[config.mk]
export PLATFORM = sky130hd
export DESIGN_NAME = sensor_spi_register_port
export DESIGN_NICKNAME = d
export VERILOG_FILES = /design/src/logic/spi_port_pkg.sv /design/src/logic/reg_store.sv /design/src/logic/sensor_spi_register_port.sv
export SDC_FILE = /design/constraint.sdc
export NUM_CORES = 1
export LEC_CHECK = 0
export BUFFER_PORTS_ARGS = -buffer_cell sky130_fd_sc_hd__clkbuf_2
export CAP_MARGIN = 40
export CORE_ASPECT_RATIO = 1.5
export CORE_MARGIN = 2
export CORE_UTILIZATION = 45
export CTS_CLUSTER_SIZE = 40
export DETAILED_ROUTE_END_ITERATION = 10
export MAX_ROUTING_LAYER = met4
export PLACE_DENSITY = 0.66
export REMOVE_ABC_BUFFERS = 1
export SYNTH_ARGS = -nofsm -noshare
export SYNTH_HDL_FRONTEND = slang
export SYNTH_SLANG_ARGS = --single-unit
[constraint.sdc]
create_clock -name clk_i -period 2.2 [get_ports clk_i]
set_input_delay 0.22 -clock clk_i [delete_from_list [all_inputs] [get_ports clk_i]]
set_output_delay 0.22 -clock clk_i [all_outputs]
set_load 0.05 [all_outputs]
[src/logic/spi_port_pkg.sv]
// constants, types and decode helpers for the sensor spi register port
// assumes one 40 mhz system clock; spi pins arrive asynchronous to it
// Notes on behaviour
// - port acts only while chip select low
// - miso is output, mosi sampled input
// - default mode: clock idles high, rising sample
// - read data follows a register-dependent fetch delay
// - fetch done within 1.5 us in configuration
// - fetch may take 4.5 us while capturing
// - ready pin low fetching, high when ready
// - ready pin off after reset, enabled by software
// - every write lands in shadow copy first
// - shadow commits at frame start or state entry
// - reads of writable registers return the shadow copy
// - setup-only write waits for setup pass
// - writes honour per-register state permission class
// - standby accepts only two registers
// - feedback registers are read-only status
package spi_port_pkg;

   localparam int CLK_MHZ = 40;
   localparam int FETCH_CFG_NS = 1500;
   localparam int FETCH_RUN_NS = 4500;
   // longest times round down
   localparam int FETCH_CFG_CYC = (FETCH_CFG_NS * CLK_MHZ) / 1000;
   localparam int FETCH_RUN_CYC = (FETCH_RUN_NS * CLK_MHZ) / 1000;
   localparam int FETCH_W = 8;
   localparam logic [FETCH_W-1:0] FETCH_CFG = FETCH_CFG_CYC[FETCH_W-1:0];
   localparam logic [FETCH_W-1:0] FETCH_RUN = FETCH_RUN_CYC[FETCH_W-1:0];
   localparam logic [FETCH_W-1:0] FETCH_FAST = 8'h01;

   localparam int WORD_W = 16;
   localparam int BIT_CNT_W = 5;
   localparam logic [BIT_CNT_W-1:0] WORD_BITS = 5'h10;
   localparam int WRITE_FLAG_BIT = 0;
   localparam int HANDSHAKE_EN_BIT = 0;

   localparam logic [15:0] ADDR_CONFIG1 = 16'h01d0;
   localparam logic [15:0] ADDR_LINE_LENGTH = 16'h0200;
   localparam logic [15:0] ADDR_TEMP_FB = 16'h0710;
   localparam logic [15:0] ADDR_GENERAL_FB = 16'h0718;
   localparam logic [15:0] ADDR_CLAMP_A = 16'h2478;
   localparam logic [15:0] ADDR_SET_STATE = 16'h4018;
   localparam logic [15:0] ADDR_HANDSHAKE = 16'h4040;
   localparam logic [15:0] ADDR_SOFT_RESET = 16'h4060;

   localparam logic [15:0] RST_CONFIG1 = 16'hfc10;
   localparam logic [15:0] RST_LINE_LENGTH = 16'h0578;
   localparam logic [15:0] RST_CLAMP_A = 16'h10b8;
   localparam logic [15:0] RST_ZERO = 16'h0000;

   localparam int NUM_SLOTS = 6;
   localparam int SLOT_W = 3;
   localparam logic [SLOT_W-1:0] SLOT_CONFIG1 = 3'h0;
   localparam logic [SLOT_W-1:0] SLOT_LINE_LENGTH = 3'h1;
   localparam logic [SLOT_W-1:0] SLOT_CLAMP_A = 3'h2;
   localparam logic [SLOT_W-1:0] SLOT_SET_STATE = 3'h3;
   localparam logic [SLOT_W-1:0] SLOT_HANDSHAKE = 3'h4;
   localparam logic [SLOT_W-1:0] SLOT_SOFT_RESET = 3'h5;

   typedef enum logic [1:0] {STANDBY_STATE, IDLE_STATE, CONFIG_STATE, CAPTURE_ACTIVE_STATE} sensor_state_t;
   typedef enum logic [2:0] {ACC_ANY, ACC_CFG_IDLE, ACC_CFG_ONLY, ACC_FEEDBACK, ACC_NONE} access_class_t;

   typedef struct packed {
      logic valid;
      logic [WORD_W-1:0] addr;
      logic [WORD_W-1:0] data;
   } reg_write_t;

   typedef struct packed {
      logic [WORD_W-1:0] config1;
      logic [WORD_W-1:0] line_length;
      logic [WORD_W-1:0] clamp_a;
      logic [WORD_W-1:0] set_state;
      logic [WORD_W-1:0] readback_handshake;
      logic [WORD_W-1:0] soft_reset;
   } active_regs_t;

   function automatic access_class_t class_of(input logic [WORD_W-1:0] addr);
      case (addr)
         ADDR_CONFIG1: class_of = ACC_CFG_ONLY;
         ADDR_LINE_LENGTH, ADDR_HANDSHAKE, ADDR_SOFT_RESET: class_of = ACC_CFG_IDLE;
         ADDR_CLAMP_A, ADDR_SET_STATE: class_of = ACC_ANY;
         ADDR_TEMP_FB, ADDR_GENERAL_FB: class_of = ACC_FEEDBACK;
         default: class_of = ACC_NONE;
      endcase
   endfunction : class_of

   function automatic logic [SLOT_W-1:0] slot_of(input logic [WORD_W-1:0] addr);
      case (addr)
         ADDR_LINE_LENGTH: slot_of = SLOT_LINE_LENGTH;
         ADDR_CLAMP_A: slot_of = SLOT_CLAMP_A;
         ADDR_SET_STATE: slot_of = SLOT_SET_STATE;
         ADDR_HANDSHAKE: slot_of = SLOT_HANDSHAKE;
         ADDR_SOFT_RESET: slot_of = SLOT_SOFT_RESET;
         default: slot_of = SLOT_CONFIG1;
      endcase
   endfunction : slot_of

   function automatic logic [WORD_W-1:0] reset_of(input int slot);
      case (slot)
         0: reset_of = RST_CONFIG1;
         1: reset_of = RST_LINE_LENGTH;
         2: reset_of = RST_CLAMP_A;
         default: reset_of = RST_ZERO;
      endcase
   endfunction : reset_of

endpackage : spi_port_pkg

[src/logic/reg_store.sv]
// shadow and active copies of the writable registers
// assumes write requests and sensor state on the same clock as this module
`timescale 1ns/1ps
module reg_store
   import spi_port_pkg::*;
(
   input wire logic clk_i,
   input wire logic rst_b_i,
   input wire reg_write_t wr_i,
   input wire logic [WORD_W-1:0] rd_addr_i,
   output logic [WORD_W-1:0] rd_data_o,
   input wire sensor_state_t sensor_state_i,
   input wire logic frame_start_i,
   output active_regs_t active_o
);

   logic [WORD_W-1:0] shadow [NUM_SLOTS];
   logic [WORD_W-1:0] active [NUM_SLOTS];
   logic [WORD_W-1:0] next_shadow [NUM_SLOTS];
   logic [WORD_W-1:0] next_active [NUM_SLOTS];
   sensor_state_t state_q;
   logic wr_ok;
   logic state_changed;
   access_class_t wr_class;

   // slot index back to its bus address, used to find each slot's class
   function automatic logic [WORD_W-1:0] addr_of(input int slot);
      case (slot)
         0: addr_of = ADDR_CONFIG1;
         1: addr_of = ADDR_LINE_LENGTH;
         2: addr_of = ADDR_CLAMP_A;
         3: addr_of = ADDR_SET_STATE;
         4: addr_of = ADDR_HANDSHAKE;
         default: addr_of = ADDR_SOFT_RESET;
      endcase
   endfunction : addr_of

   // permission check; illegal writes are dropped silently
   always_comb begin
      wr_class = class_of(wr_i.addr);
      state_changed = (sensor_state_i != state_q);
      if (sensor_state_i == STANDBY_STATE) begin
         wr_ok = (wr_i.addr == ADDR_SET_STATE) || (wr_i.addr == ADDR_SOFT_RESET);
      end else begin
         case (wr_class)
            ACC_ANY: wr_ok = 1'b1;
            // capture writes are kept in shadow for the next setup pass
            ACC_CFG_IDLE: wr_ok = 1'b1;
            ACC_CFG_ONLY: wr_ok = (sensor_state_i == CONFIG_STATE) || (sensor_state_i == CAPTURE_ACTIVE_STATE);
            default: wr_ok = 1'b0;
         endcase
      end
   end

   // writes go to shadow; commit copies shadow to active per class
   always_comb begin
      for (int i = 0; i < NUM_SLOTS; i++) begin
         next_shadow[i] = shadow[i];
         next_active[i] = active[i];
         if (wr_i.valid && wr_ok && (slot_of(wr_i.addr) == i[SLOT_W-1:0])) begin
            next_shadow[i] = wr_i.data;
         end
      end
      // any-state registers follow each frame or state change
      for (int i = 0; i < NUM_SLOTS; i++) begin
         if (frame_start_i || state_changed) begin
            case (class_of(addr_of(i)))
               ACC_ANY: next_active[i] = shadow[i];
               ACC_CFG_ONLY: begin
                  // config-only values commit in configuration alone
                  if (sensor_state_i == CONFIG_STATE) begin
                     next_active[i] = shadow[i];
                  end
               end
               default: begin
                  // setup-only values never move while capturing
                  if ((sensor_state_i == CONFIG_STATE) || (sensor_state_i == IDLE_STATE)) begin
                     next_active[i] = shadow[i];
                  end
               end
            endcase
         end
      end
   end

   always_ff @(posedge clk_i) begin
      if (!rst_b_i) begin
         state_q <= CONFIG_STATE;
         for (int i = 0; i < NUM_SLOTS; i++) begin
            shadow[i] <= reset_of(i);
            active[i] <= reset_of(i);
         end
      end else begin
         state_q <= sensor_state_i;
         shadow <= next_shadow;
         active <= next_active;
      end
   end

   // readback sees the value about to be applied
   assign rd_data_o = shadow[slot_of(rd_addr_i)];
   assign active_o.config1 = active[SLOT_CONFIG1];
   assign active_o.line_length = active[SLOT_LINE_LENGTH];
   assign active_o.clamp_a = active[SLOT_CLAMP_A];
   assign active_o.set_state = active[SLOT_SET_STATE];
   assign active_o.readback_handshake = active[SLOT_HANDSHAKE];
   assign active_o.soft_reset = active[SLOT_SOFT_RESET];

endmodule : reg_store

[src/logic/sensor_spi_register_port.sv]
// spi slave register port of the image sensor, mode 3 (clock idle high)
// assumes sck, csn and mosi asynchronous; sck well below clk_i / 4
`timescale 1ns/1ps
module sensor_spi_register_port
   import spi_port_pkg::*;
(
   input wire logic clk_i,
   input wire logic rst_b_i,
   input wire logic csn_b_i,
   input wire logic sck_i,
   input wire logic mosi_i,
   output logic miso_o,
   output logic miso_oe_o,
   output logic readback_ready_out_o,
   input wire sensor_state_t sensor_state_i,
   input wire logic frame_start_i,
   input wire logic [WORD_W-1:0] temp_fb_i,
   input wire logic [WORD_W-1:0] general_fb_i,
   output active_regs_t active_o
);

   typedef enum {ST_IDLE, ST_ADDR, ST_FETCH, ST_WR_DATA, ST_RD_DATA, ST_DONE} port_state_t;

   // two-stage synchronisers, then one more stage for edges
   logic [1:0] csn_sync;
   logic [1:0] sck_sync;
   logic [1:0] mosi_sync;
   logic sck_q;
   logic sck_rise;
   logic sck_fall;
   logic selected;

   port_state_t state;
   port_state_t next_state;
   logic [BIT_CNT_W-1:0] bit_cnt;
   logic [BIT_CNT_W-1:0] next_bit_cnt;
   logic [WORD_W-1:0] rx_shift;
   logic [WORD_W-1:0] next_rx_shift;
   logic [WORD_W-1:0] tx_shift;
   logic [WORD_W-1:0] next_tx_shift;
   logic [WORD_W-1:0] addr;
   logic [WORD_W-1:0] next_addr;
   logic [FETCH_W-1:0] fetch_cnt;
   logic [FETCH_W-1:0] next_fetch_cnt;
   logic miso;
   logic next_miso;
   logic ready;
   logic next_ready;
   reg_write_t wr;
   reg_write_t next_wr;

   logic [WORD_W-1:0] shift_in;
   logic [WORD_W-1:0] shadow_rd;
   logic [WORD_W-1:0] rd_value;
   logic [FETCH_W-1:0] fetch_len;
   logic handshake_en;

   always_ff @(posedge clk_i) begin
      if (!rst_b_i) begin
         csn_sync <= 2'h3;
         sck_sync <= 2'h3; // clock idles high
         mosi_sync <= 2'h0;
         sck_q <= 1'b1;
      end else begin
         csn_sync <= {csn_sync[0], csn_b_i};
         sck_sync <= {sck_sync[0], sck_i};
         mosi_sync <= {mosi_sync[0], mosi_i};
         sck_q <= sck_sync[1];
      end
   end

   // only the second stages are looked at
   assign selected = !csn_sync[1];
   assign sck_rise = sck_sync[1] && !sck_q;
   assign sck_fall = !sck_sync[1] && sck_q;
   assign shift_in = {rx_shift[WORD_W-2:0], mosi_sync[1]};

   // feedback words come from sensor status, unmapped ones read zero, the rest from shadow
   always_comb begin
      case (class_of(addr))
         ACC_FEEDBACK: rd_value = (addr == ADDR_TEMP_FB) ? temp_fb_i : general_fb_i;
         ACC_NONE: rd_value = RST_ZERO;
         default: rd_value = shadow_rd;
      endcase
   end

   // status words need a slow fetch, worse while capturing
   always_comb begin
      // decoded from the incoming word so no loop runs through next_addr
      if (class_of({shift_in[WORD_W-1:1], 1'b0}) != ACC_FEEDBACK) begin
         fetch_len = FETCH_FAST;
      end else if (sensor_state_i == CAPTURE_ACTIVE_STATE) begin
         fetch_len = FETCH_RUN;
      end else begin
         fetch_len = FETCH_CFG;
      end
   end

   // transaction sequencer
   always_comb begin
      next_state = state;
      next_bit_cnt = bit_cnt;
      next_rx_shift = rx_shift;
      next_tx_shift = tx_shift;
      next_addr = addr;
      next_fetch_cnt = fetch_cnt;
      next_miso = miso;
      next_ready = ready;
      next_wr = '0;
      if (!selected) begin
         // chip select high aborts any partial word
         next_state = ST_IDLE;
         next_ready = 1'b0;
         next_miso = 1'b0;
      end else begin
         case (state)
            ST_IDLE: begin
               next_state = ST_ADDR;
               next_bit_cnt = '0;
               next_ready = 1'b0;
            end
            ST_ADDR: begin
               if (sck_rise) begin
                  next_rx_shift = shift_in;
                  next_bit_cnt = bit_cnt + 5'h01;
                  if (bit_cnt == WORD_BITS - 5'h01) begin
                     next_bit_cnt = '0;
                     next_addr = shift_in;
                     next_addr[WRITE_FLAG_BIT] = 1'b0;
                     if (shift_in[WRITE_FLAG_BIT]) begin
                        next_state = ST_WR_DATA;
                     end else begin
                        next_state = ST_FETCH;
                        next_fetch_cnt = fetch_len;
                     end
                  end
               end
            end
            ST_FETCH: begin
               if (fetch_cnt <= FETCH_FAST) begin
                  next_tx_shift = rd_value;
                  next_ready = 1'b1;
                  next_state = ST_RD_DATA;
               end else begin
                  next_fetch_cnt = fetch_cnt - 8'h01;
               end
            end
            ST_WR_DATA: begin
               if (sck_rise) begin
                  next_rx_shift = shift_in;
                  next_bit_cnt = bit_cnt + 5'h01;
                  if (bit_cnt == WORD_BITS - 5'h01) begin
                     next_wr.valid = 1'b1;
                     next_wr.addr = addr;
                     next_wr.data = shift_in;
                     next_state = ST_DONE;
                  end
               end
            end
            ST_RD_DATA: begin
               // leading falling edge launches, master samples on rise
               if (sck_fall) begin
                  next_miso = tx_shift[WORD_W-1];
                  next_tx_shift = {tx_shift[WORD_W-2:0], 1'b0};
               end
               if (sck_rise) begin
                  next_bit_cnt = bit_cnt + 5'h01;
                  if (bit_cnt == WORD_BITS - 5'h01) begin
                     next_state = ST_DONE;
                  end
               end
            end
            ST_DONE: begin
               next_state = ST_DONE; // extra clocks ignored until deselect
            end
            default: next_state = ST_IDLE;
         endcase
      end
   end

   always_ff @(posedge clk_i) begin
      if (!rst_b_i) begin
         state <= ST_IDLE;
         bit_cnt <= '0;
         rx_shift <= '0;
         tx_shift <= '0;
         addr <= '0;
         fetch_cnt <= '0;
         miso <= 1'b0;
         ready <= 1'b0;
         wr <= '0;
      end else begin
         state <= next_state;
         bit_cnt <= next_bit_cnt;
         rx_shift <= next_rx_shift;
         tx_shift <= next_tx_shift;
         addr <= next_addr;
         fetch_cnt <= next_fetch_cnt;
         miso <= next_miso;
         ready <= next_ready;
         wr <= next_wr;
      end
   end

   reg_store u_store (
      .clk_i(clk_i),
      .rst_b_i(rst_b_i),
      .wr_i(wr),
      .rd_addr_i(addr),
      .rd_data_o(shadow_rd),
      .sensor_state_i(sensor_state_i),
      .frame_start_i(frame_start_i),
      .active_o(active_o)
   );

   // handshake pin follows the committed enable, off after reset
   assign handshake_en = active_o.readback_handshake[HANDSHAKE_EN_BIT];
   assign readback_ready_out_o = handshake_en && ready;
   assign miso_o = miso;
   assign miso_oe_o = selected;

endmodule : sensor_spi_register_port

======== Yosys cells after proc, flatten, opt, wreduce, memory -nomap -nowiden ========
Cells that the tools add are included.
word-level totals
  bits in registers ....................... 326
  latch bits .............................. 0
  bits in writable memories ............... 0
  ROM bits ................................ 0
  bits of input ports ..................... 40
  output and inout port bits .............. 99
  memories kept ........................... 0
cells by class
  add/sub/neg operators ................... 2
  multipliers ............................. 0
  divide/modulo/power cells ............... 0
  $lt $le $gt $ge ......................... 2
  equality and inequality tests ........... 112
  shift-type cells ........................ 0
  muxes and demuxes ....................... 72
  bitwise logic cells ..................... 6
  reduce and logical (&&, ||, !) cells .... 84
operators by type and width
  cell                                                    count
  two-way mux 16 bit                                      23
  equality test 16 x 15 -> 1 bit (second input constant)  18
  case mux 16 bit (2 select lines)                        8
  equality test 16 x 11 -> 1 bit (second input constant)  12
  two-way mux 32 bit                                      5
  case mux 32 bit (5 select lines)                        1
  equality test 15 x 14 -> 1 bit (second input constant)  9
  case mux 3 bit (4 select lines)                         9
  equality test 16 x 10 -> 1 bit (second input constant)  6
  equality test 16 x 14 -> 1 bit (second input constant)  6
  equality test 16 x 9 -> 1 bit (second input constant)   6
  equality test 15 x 10 -> 1 bit (second input constant)  6
  equality test 32 x 2 -> 1 bit (second input constant)   2
  equality test 32 x 3 -> 1 bit (second input constant)   2
  binary-select mux 16 bit (select 3 bit)                 1
  two-way mux 8 bit                                       6
  equality test 15 x 13 -> 1 bit (second input constant)  3
  equality test 15 x 8 -> 1 bit (second input constant)   3
  equality test 15 x 9 -> 1 bit (second input constant)   3
  OR reduction 2 bit                                      22
  two-way mux 33 bit                                      1
  equality test 32 x 1 -> 1 bit (second input constant)   1
  zero test 32 bit                                        1
  equality test 3 x 2 -> 1 bit (second input constant)    10
  37 further kinds                                        114

======== Logic depth before layout (Yosys ltp) ========
  depth after elaboration ................. 10
  depth in mapped cells ................... 10
  gate-level depth less buffers ........... 10

======== Cells and area by module ========
From an unflattened synthesis, not the netlist that was laid out.
second synthesis, totals
  cell total of the unflattened synthesis .. 1468
  area total of the unflattened synthesis .. 12859.8 um2
modules (own cells, without submodules)
  module                    times used  cells each  area each (um2)
  reg_store                 1           962         8374.3
  sensor_spi_register_port  1           506         4485.6

======== Worst setup path before layout ========
Ideal clock, no wire load.
  path kind ............................... flip-flop to flip-flop
  start point ............................. register addr[5]
  end point ............................... register tx_shift[8]
  setup time .............................. 0.120 ns
  arrival time ............................ 2.238 ns
  required time ........................... 2.080 ns
  path slack .............................. -0.158 ns
  stages on the path, launching flop included .. 8
  buffers on the path ..................... 1
  path through ............................ dfxtp_1 or4_1 nor4_2 or3_1 buf_2 mux2_2 o211ai_1 a21oi_1
on the way
  longest elaborated chain between the ends .. 9
ends and longest elaborated chain
  element                                                       RTL line                                RTL
  from (decl)                                                   sensor_spi_register_port.sv:41          logic [WORD_W-1:0] addr;
  from (signal assigned)                                        sensor_spi_register_port.sv:197         addr <= next_addr;
  equality test 15 x 14 -> 1 bit, or another cell as far along  spi_port_pkg.sv:80, spi_port_pkg.sv:90
  case mux 3 bit (5 select lines)                               spi_port_pkg.sv:90                      case (addr)
  inverter 3 -> 4 bit (not written as such)                     reg_store.sv:101                        assign rd_data_o = shadow[slot_of(rd_addr_i)];
  binary-select mux 16 bit (select 3 bit)                       reg_store.sv:101
  two-way mux 16 bit (not written as such) (2 in series)        reg_store.sv:101
  case mux 16 bit (2 select lines) (*)                          sensor_spi_register_port.sv:80          case (class_of(addr))
  two-way mux 16 bit (*)                                        sensor_spi_register_port.sv:140         if (fetch_cnt <= FETCH_FAST) begin
  case mux 16 bit (2 select lines) (*)                          sensor_spi_register_port.sv:116         case (state)
  to (signal assigned)                                          sensor_spi_register_port.sv:196         tx_shift <= next_tx_shift;
  to (decl)                                                     sensor_spi_register_port.sv:39          logic [WORD_W-1:0] tx_shift;
Mark *: on every way between the ends. The rest lies on a longest branch, timed or not. The select of a mux whose other input is x is not followed.
A chain may end at the register's enable or synchronous reset.

======== Worst setup path after layout ========
  start point ............................. register addr[9]
  end point ............................... register tx_shift[3]
The elaborated chain is that of the path after synthesis.

==> metrics.md <==
| Metric | Value |
|---|---|
| Minimum period implied by the final worst setup slack | `2.22 ns` |
| Htree depth | `1` |
| Leak pwr | `0.00632 uW` |
| Slowest cell on the critical path | `sky130_fd_sc_hd__or4_4` |
| Smallest setup slack after layout | `-0.0232 ns` |
| Number of nets in the layout | `1665` |
| Largest net degree at the start of global routing | `95` |
| Die height | `209 um` |
| Cell count after synthesis | `1446` |
| Critical Path End Type | `flop` |
| Area post-placement | `14100 um2` |
| Core region area | `27300 um2` |
| Critical path peak fanout | `11` |
| WS Path Type | `flop to flop` |
| Unrepaired setup endpoints after global routing | `true` |
| FF+latch count, synth | `297` |
| Vias in the first global route | `10658` |
| Post-Synthesis Cell Area | `12600 um2` |
| Required time of the worst setup path | `2.64 ns` |
| Core Rows | `74` |
| Area added between synthesis and finish | `23.8%` |
| Routed wire length per instance | `19.3 um` |
| HPWL after detailed placement | `26.7 mm` |
| Max Buffers Root-to-Sink | `3` |
| Root buffer cell | `sky130_fd_sc_hd__clkbuf_16` |
| Final total negative setup slack | `-0.0266 ns` |
| Number of failing setup endpoints in the final timing report | `4` |
| Leftover overflow at the end of global routing | `0` |
| Tightest Pin Transition | `0.529 ns` |
| Cell area after layout | `15600 um2` |
| All-layer global routing usage | `0.256` |
| Maximum clock frequency | `450 MHz` |
| Number of cells in the design after placement | `1910` |
| Area enclosed by the die boundary | `29300 um2` |
| Width of the chip | `140 um` |
| Worst clock skew | `0.0236 ns` |
| Clock transition at the registers of the reported paths | `0.07 ns` |
| Main synth FF type | `sky130_fd_sc_hd__dfxtp_1` |
| Final cell count without fillers | `1981` |
| Via count | `11011` |
| Initial cell density of the core | `0.460` |
| Cell breakdown of the critical path | `or4_4, or4b_4, buf_8, a221o_1, a31oi_1, nor2_1` |
| Number of antenna violations at the first check in global routing | `0` |
| Post-detailed-route count of antenna-violating nets | `0` |
| Starting DRT DRC Count | `715` |
| Routed Wire Length | `38.3 mm` |
| Proportion of synthesized chip area in sequential cells | `0.473` |
| Weighted congestion reported at the end of routability-driven placement | `0.967` |
| Max IR drop VDD | `0.677 mV` |
| Setup slack after placement | `-0.233 ns` |
| Number of port buffers | `138` |
| Final critical-path share of the clock period | `1.01` |
| Violated checks | `setup timing` |
| Number of search-and-repair iterations in the first detailed-routing pass | `7` |
| Count of inserted antenna diode cells | `0` |
| Average footprint of a synthesized cell | `8.69 um2` |
| Total of max-cap violations | `0` |
| Distinct cells, synth | `65` |
| Type of the worst min-delay path | `input pin to flop` |
| DR vias/cell | `5.56` |
| Worst slack on hold paths | `0.117 ns` |
| Number of remaining DRC errors | `0` |
| Final-report hold violation count | `0` |
| Cell area power density | `731 nW/um2` |
| Top-level I/O count | `139` |
| Number of buffers created by CTS | `28` |
| Yosys synthesis warning count | `0` |
| Clock tree from TritonCTS | `done` |
| Slew Viols, Final | `0` |
| Share of async-settable or async-resettable flops after synthesis | `0` |
| Result of the run | `complete, but fails checks` |
| Worst EP arrival | `2.66 ns` |
| Clock net sink count | `297` |
| Count of flip-flops with a built-in enable after synthesis | `0` |
| Max transition margin | `0.645` |
| Critical path startpoint category | `flop` |
| Wire length of the first global-routing pass | `57.8 mm` |
| Biggest cell delay along the critical path | `0.58 ns` |
| Skew-Pair Late Insertion Delay | `0.56 ns` |
| Share of layout cells above drive strength 1 | `0.208` |
critical path, delay by kind of cell (launching register included):
| kind | cells | cell delay (ns) |
|---|---|---|
| DFF | 1 | 0.34 |
| and+or+nand+nor | 3 | 1.17 |
| buffers and inverters | 1 | 0.16 |
| AOI/OAI and AO/OA | 2 | 0.45 |
stage by stage:
step,utilization,total power [uW]
floorplan,-,5810
global placement,0.518,6070
detailed placement,0.518,6070
CTS,0.562,11500
global route,0.570,11700
finish,0.570,11400
power by group:
part	switching [uW]	internal [uW]
Sequential	19.8	5410
Clock	2120	3290
Combinational	357	171
area by class of cell:
cell class,instances,area (um2)
clock inverter,19,280
multi-input combinational,1018,6280
clock buffer,33,761
inverter,25,93.8
sequential,297,5950
tap,342,428
timing repair buffer,247,1760
fill,2455,11800
Yosys cell counts (5+ instances only):
library cell,number,area share
sky130_fd_sc_hd__nand2_1,308,0.092
sky130_fd_sc_hd__dfxtp_1,297,0.47
sky130_fd_sc_hd__a21boi_0,115,0.069
sky130_fd_sc_hd__clkbuf_1,87,0.026
sky130_fd_sc_hd__mux2i_1,76,0.061
sky130_fd_sc_hd__o21ai_0,69,0.027
sky130_fd_sc_hd__nand3_1,62,0.025
sky130_fd_sc_hd__nor2b_1,62,0.031
sky130_fd_sc_hd__nor2_1,61,0.018
sky130_fd_sc_hd__and2_1,38,0.019
sky130_fd_sc_hd__o211ai_1,34,0.020
sky130_fd_sc_hd__a31oi_1,28,0.014
sky130_fd_sc_hd__inv_1,25,0.0075
sky130_fd_sc_hd__a221oi_1,16,0.011
sky130_fd_sc_hd__a21oi_1,11,0.0044
sky130_fd_sc_hd__a221o_1,11,0.0088
sky130_fd_sc_hd__buf_2,11,0.0044
sky130_fd_sc_hd__nor3_1,11,0.0044
sky130_fd_sc_hd__ha_1,8,0.0080
sky130_fd_sc_hd__nor4_1,8,0.0040
sky130_fd_sc_hd__or3_1,8,0.0040
sky130_fd_sc_hd__nand2b_1,7,0.0035
sky130_fd_sc_hd__or4_1,6,0.0036
sky130_fd_sc_hd__buf_1,5,0.0015
sky130_fd_sc_hd__nor3b_1,5,0.0030
per-layer routing:
| metal | vias to the layer above | share of wire | global-route usage |
|---|---|---|---|
| met5 | - | 0 | - |
| met4 | 0 | 0.079 | 0.169 |
| met1 | 5166 | 0.37 | 0.272 |
| li1 | 5332 | - | - |
| met3 | 137 | 0.046 | 0.0275 |
| met2 | 376 | 0.50 | 0.448 |
worst paths after layout:
kind | startpoint | endpoint | slack (ns) | depth (start not counted)
hold / removal | temp_fb_i[8] | tx_shift[8] | 0.12 | 5
setup reg to reg | addr[9] | tx_shift[3] | -0.02 | 6
hold reg to reg | sck_sync[0] | sck_sync[1] | 0.41 | 1
setup / recovery | addr[9] | tx_shift[3] | -0.02 | 6
cell families after synthesis:
| kind of cell | count (synthesis) | synth area share |
|---|---|---|
| muxes | 82 | 0.0659 |
| and+or+nand+nor | 615 | 0.236 |
| adders and majority gates | 8 | 0.00797 |
| DFF | 297 | 0.473 |
| AOI/OAI and AO/OA | 307 | 0.171 |
| buffers and inverters | 131 | 0.0414 |
| xor gates and xnor gates | 6 | 0.00418 |
sequential cells by signal, indices dropped and copies added (netlist names), 5 cells and up:
signal            cells
bit_cnt               5
rx_shift             15
u_store.shadow       96
fetch_cnt             8
tx_shift             16
wr                   32
u_store.active_o     96
addr                 15
placed cells by master (no fill, tap or decap), types with 9 or more instances in the layout:
master                      netlist  routed
sky130_fd_sc_hd__o211ai_1        34      34
sky130_fd_sc_hd__nand3_1         62      62
sky130_fd_sc_hd__a221o_1         11      11
sky130_fd_sc_hd__clkbuf_16        0      31
sky130_fd_sc_hd__nor2_1          61      60
sky130_fd_sc_hd__buf_4            2      80
sky130_fd_sc_hd__nand2_1        308     306
sky130_fd_sc_hd__nor3_1          11       9
sky130_fd_sc_hd__a31oi_1         28      27
sky130_fd_sc_hd__mux2i_1         76      76
sky130_fd_sc_hd__dfxtp_1        297     294
sky130_fd_sc_hd__o21ai_0         69      67
sky130_fd_sc_hd__a21oi_1         11      11
sky130_fd_sc_hd__and2_1          38      37
sky130_fd_sc_hd__clkbuf_2         0     137
sky130_fd_sc_hd__a221oi_1        16      16
sky130_fd_sc_hd__buf_12           0      14
sky130_fd_sc_hd__nor2b_1         62      62
sky130_fd_sc_hd__a21boi_0       115     113
sky130_fd_sc_hd__inv_1           25      25
what timing repair did:
item	4_1_cts	5_1_grt
setup endpoints to repair	18	63
hold buffers	6	0
endpoints found under the hold margin	8	0
setup buffers	5	4
resized for setup	13	28
pin swaps	8	18
cloned	0	4
No activity file was read; power rests on OpenSTA's default activity.
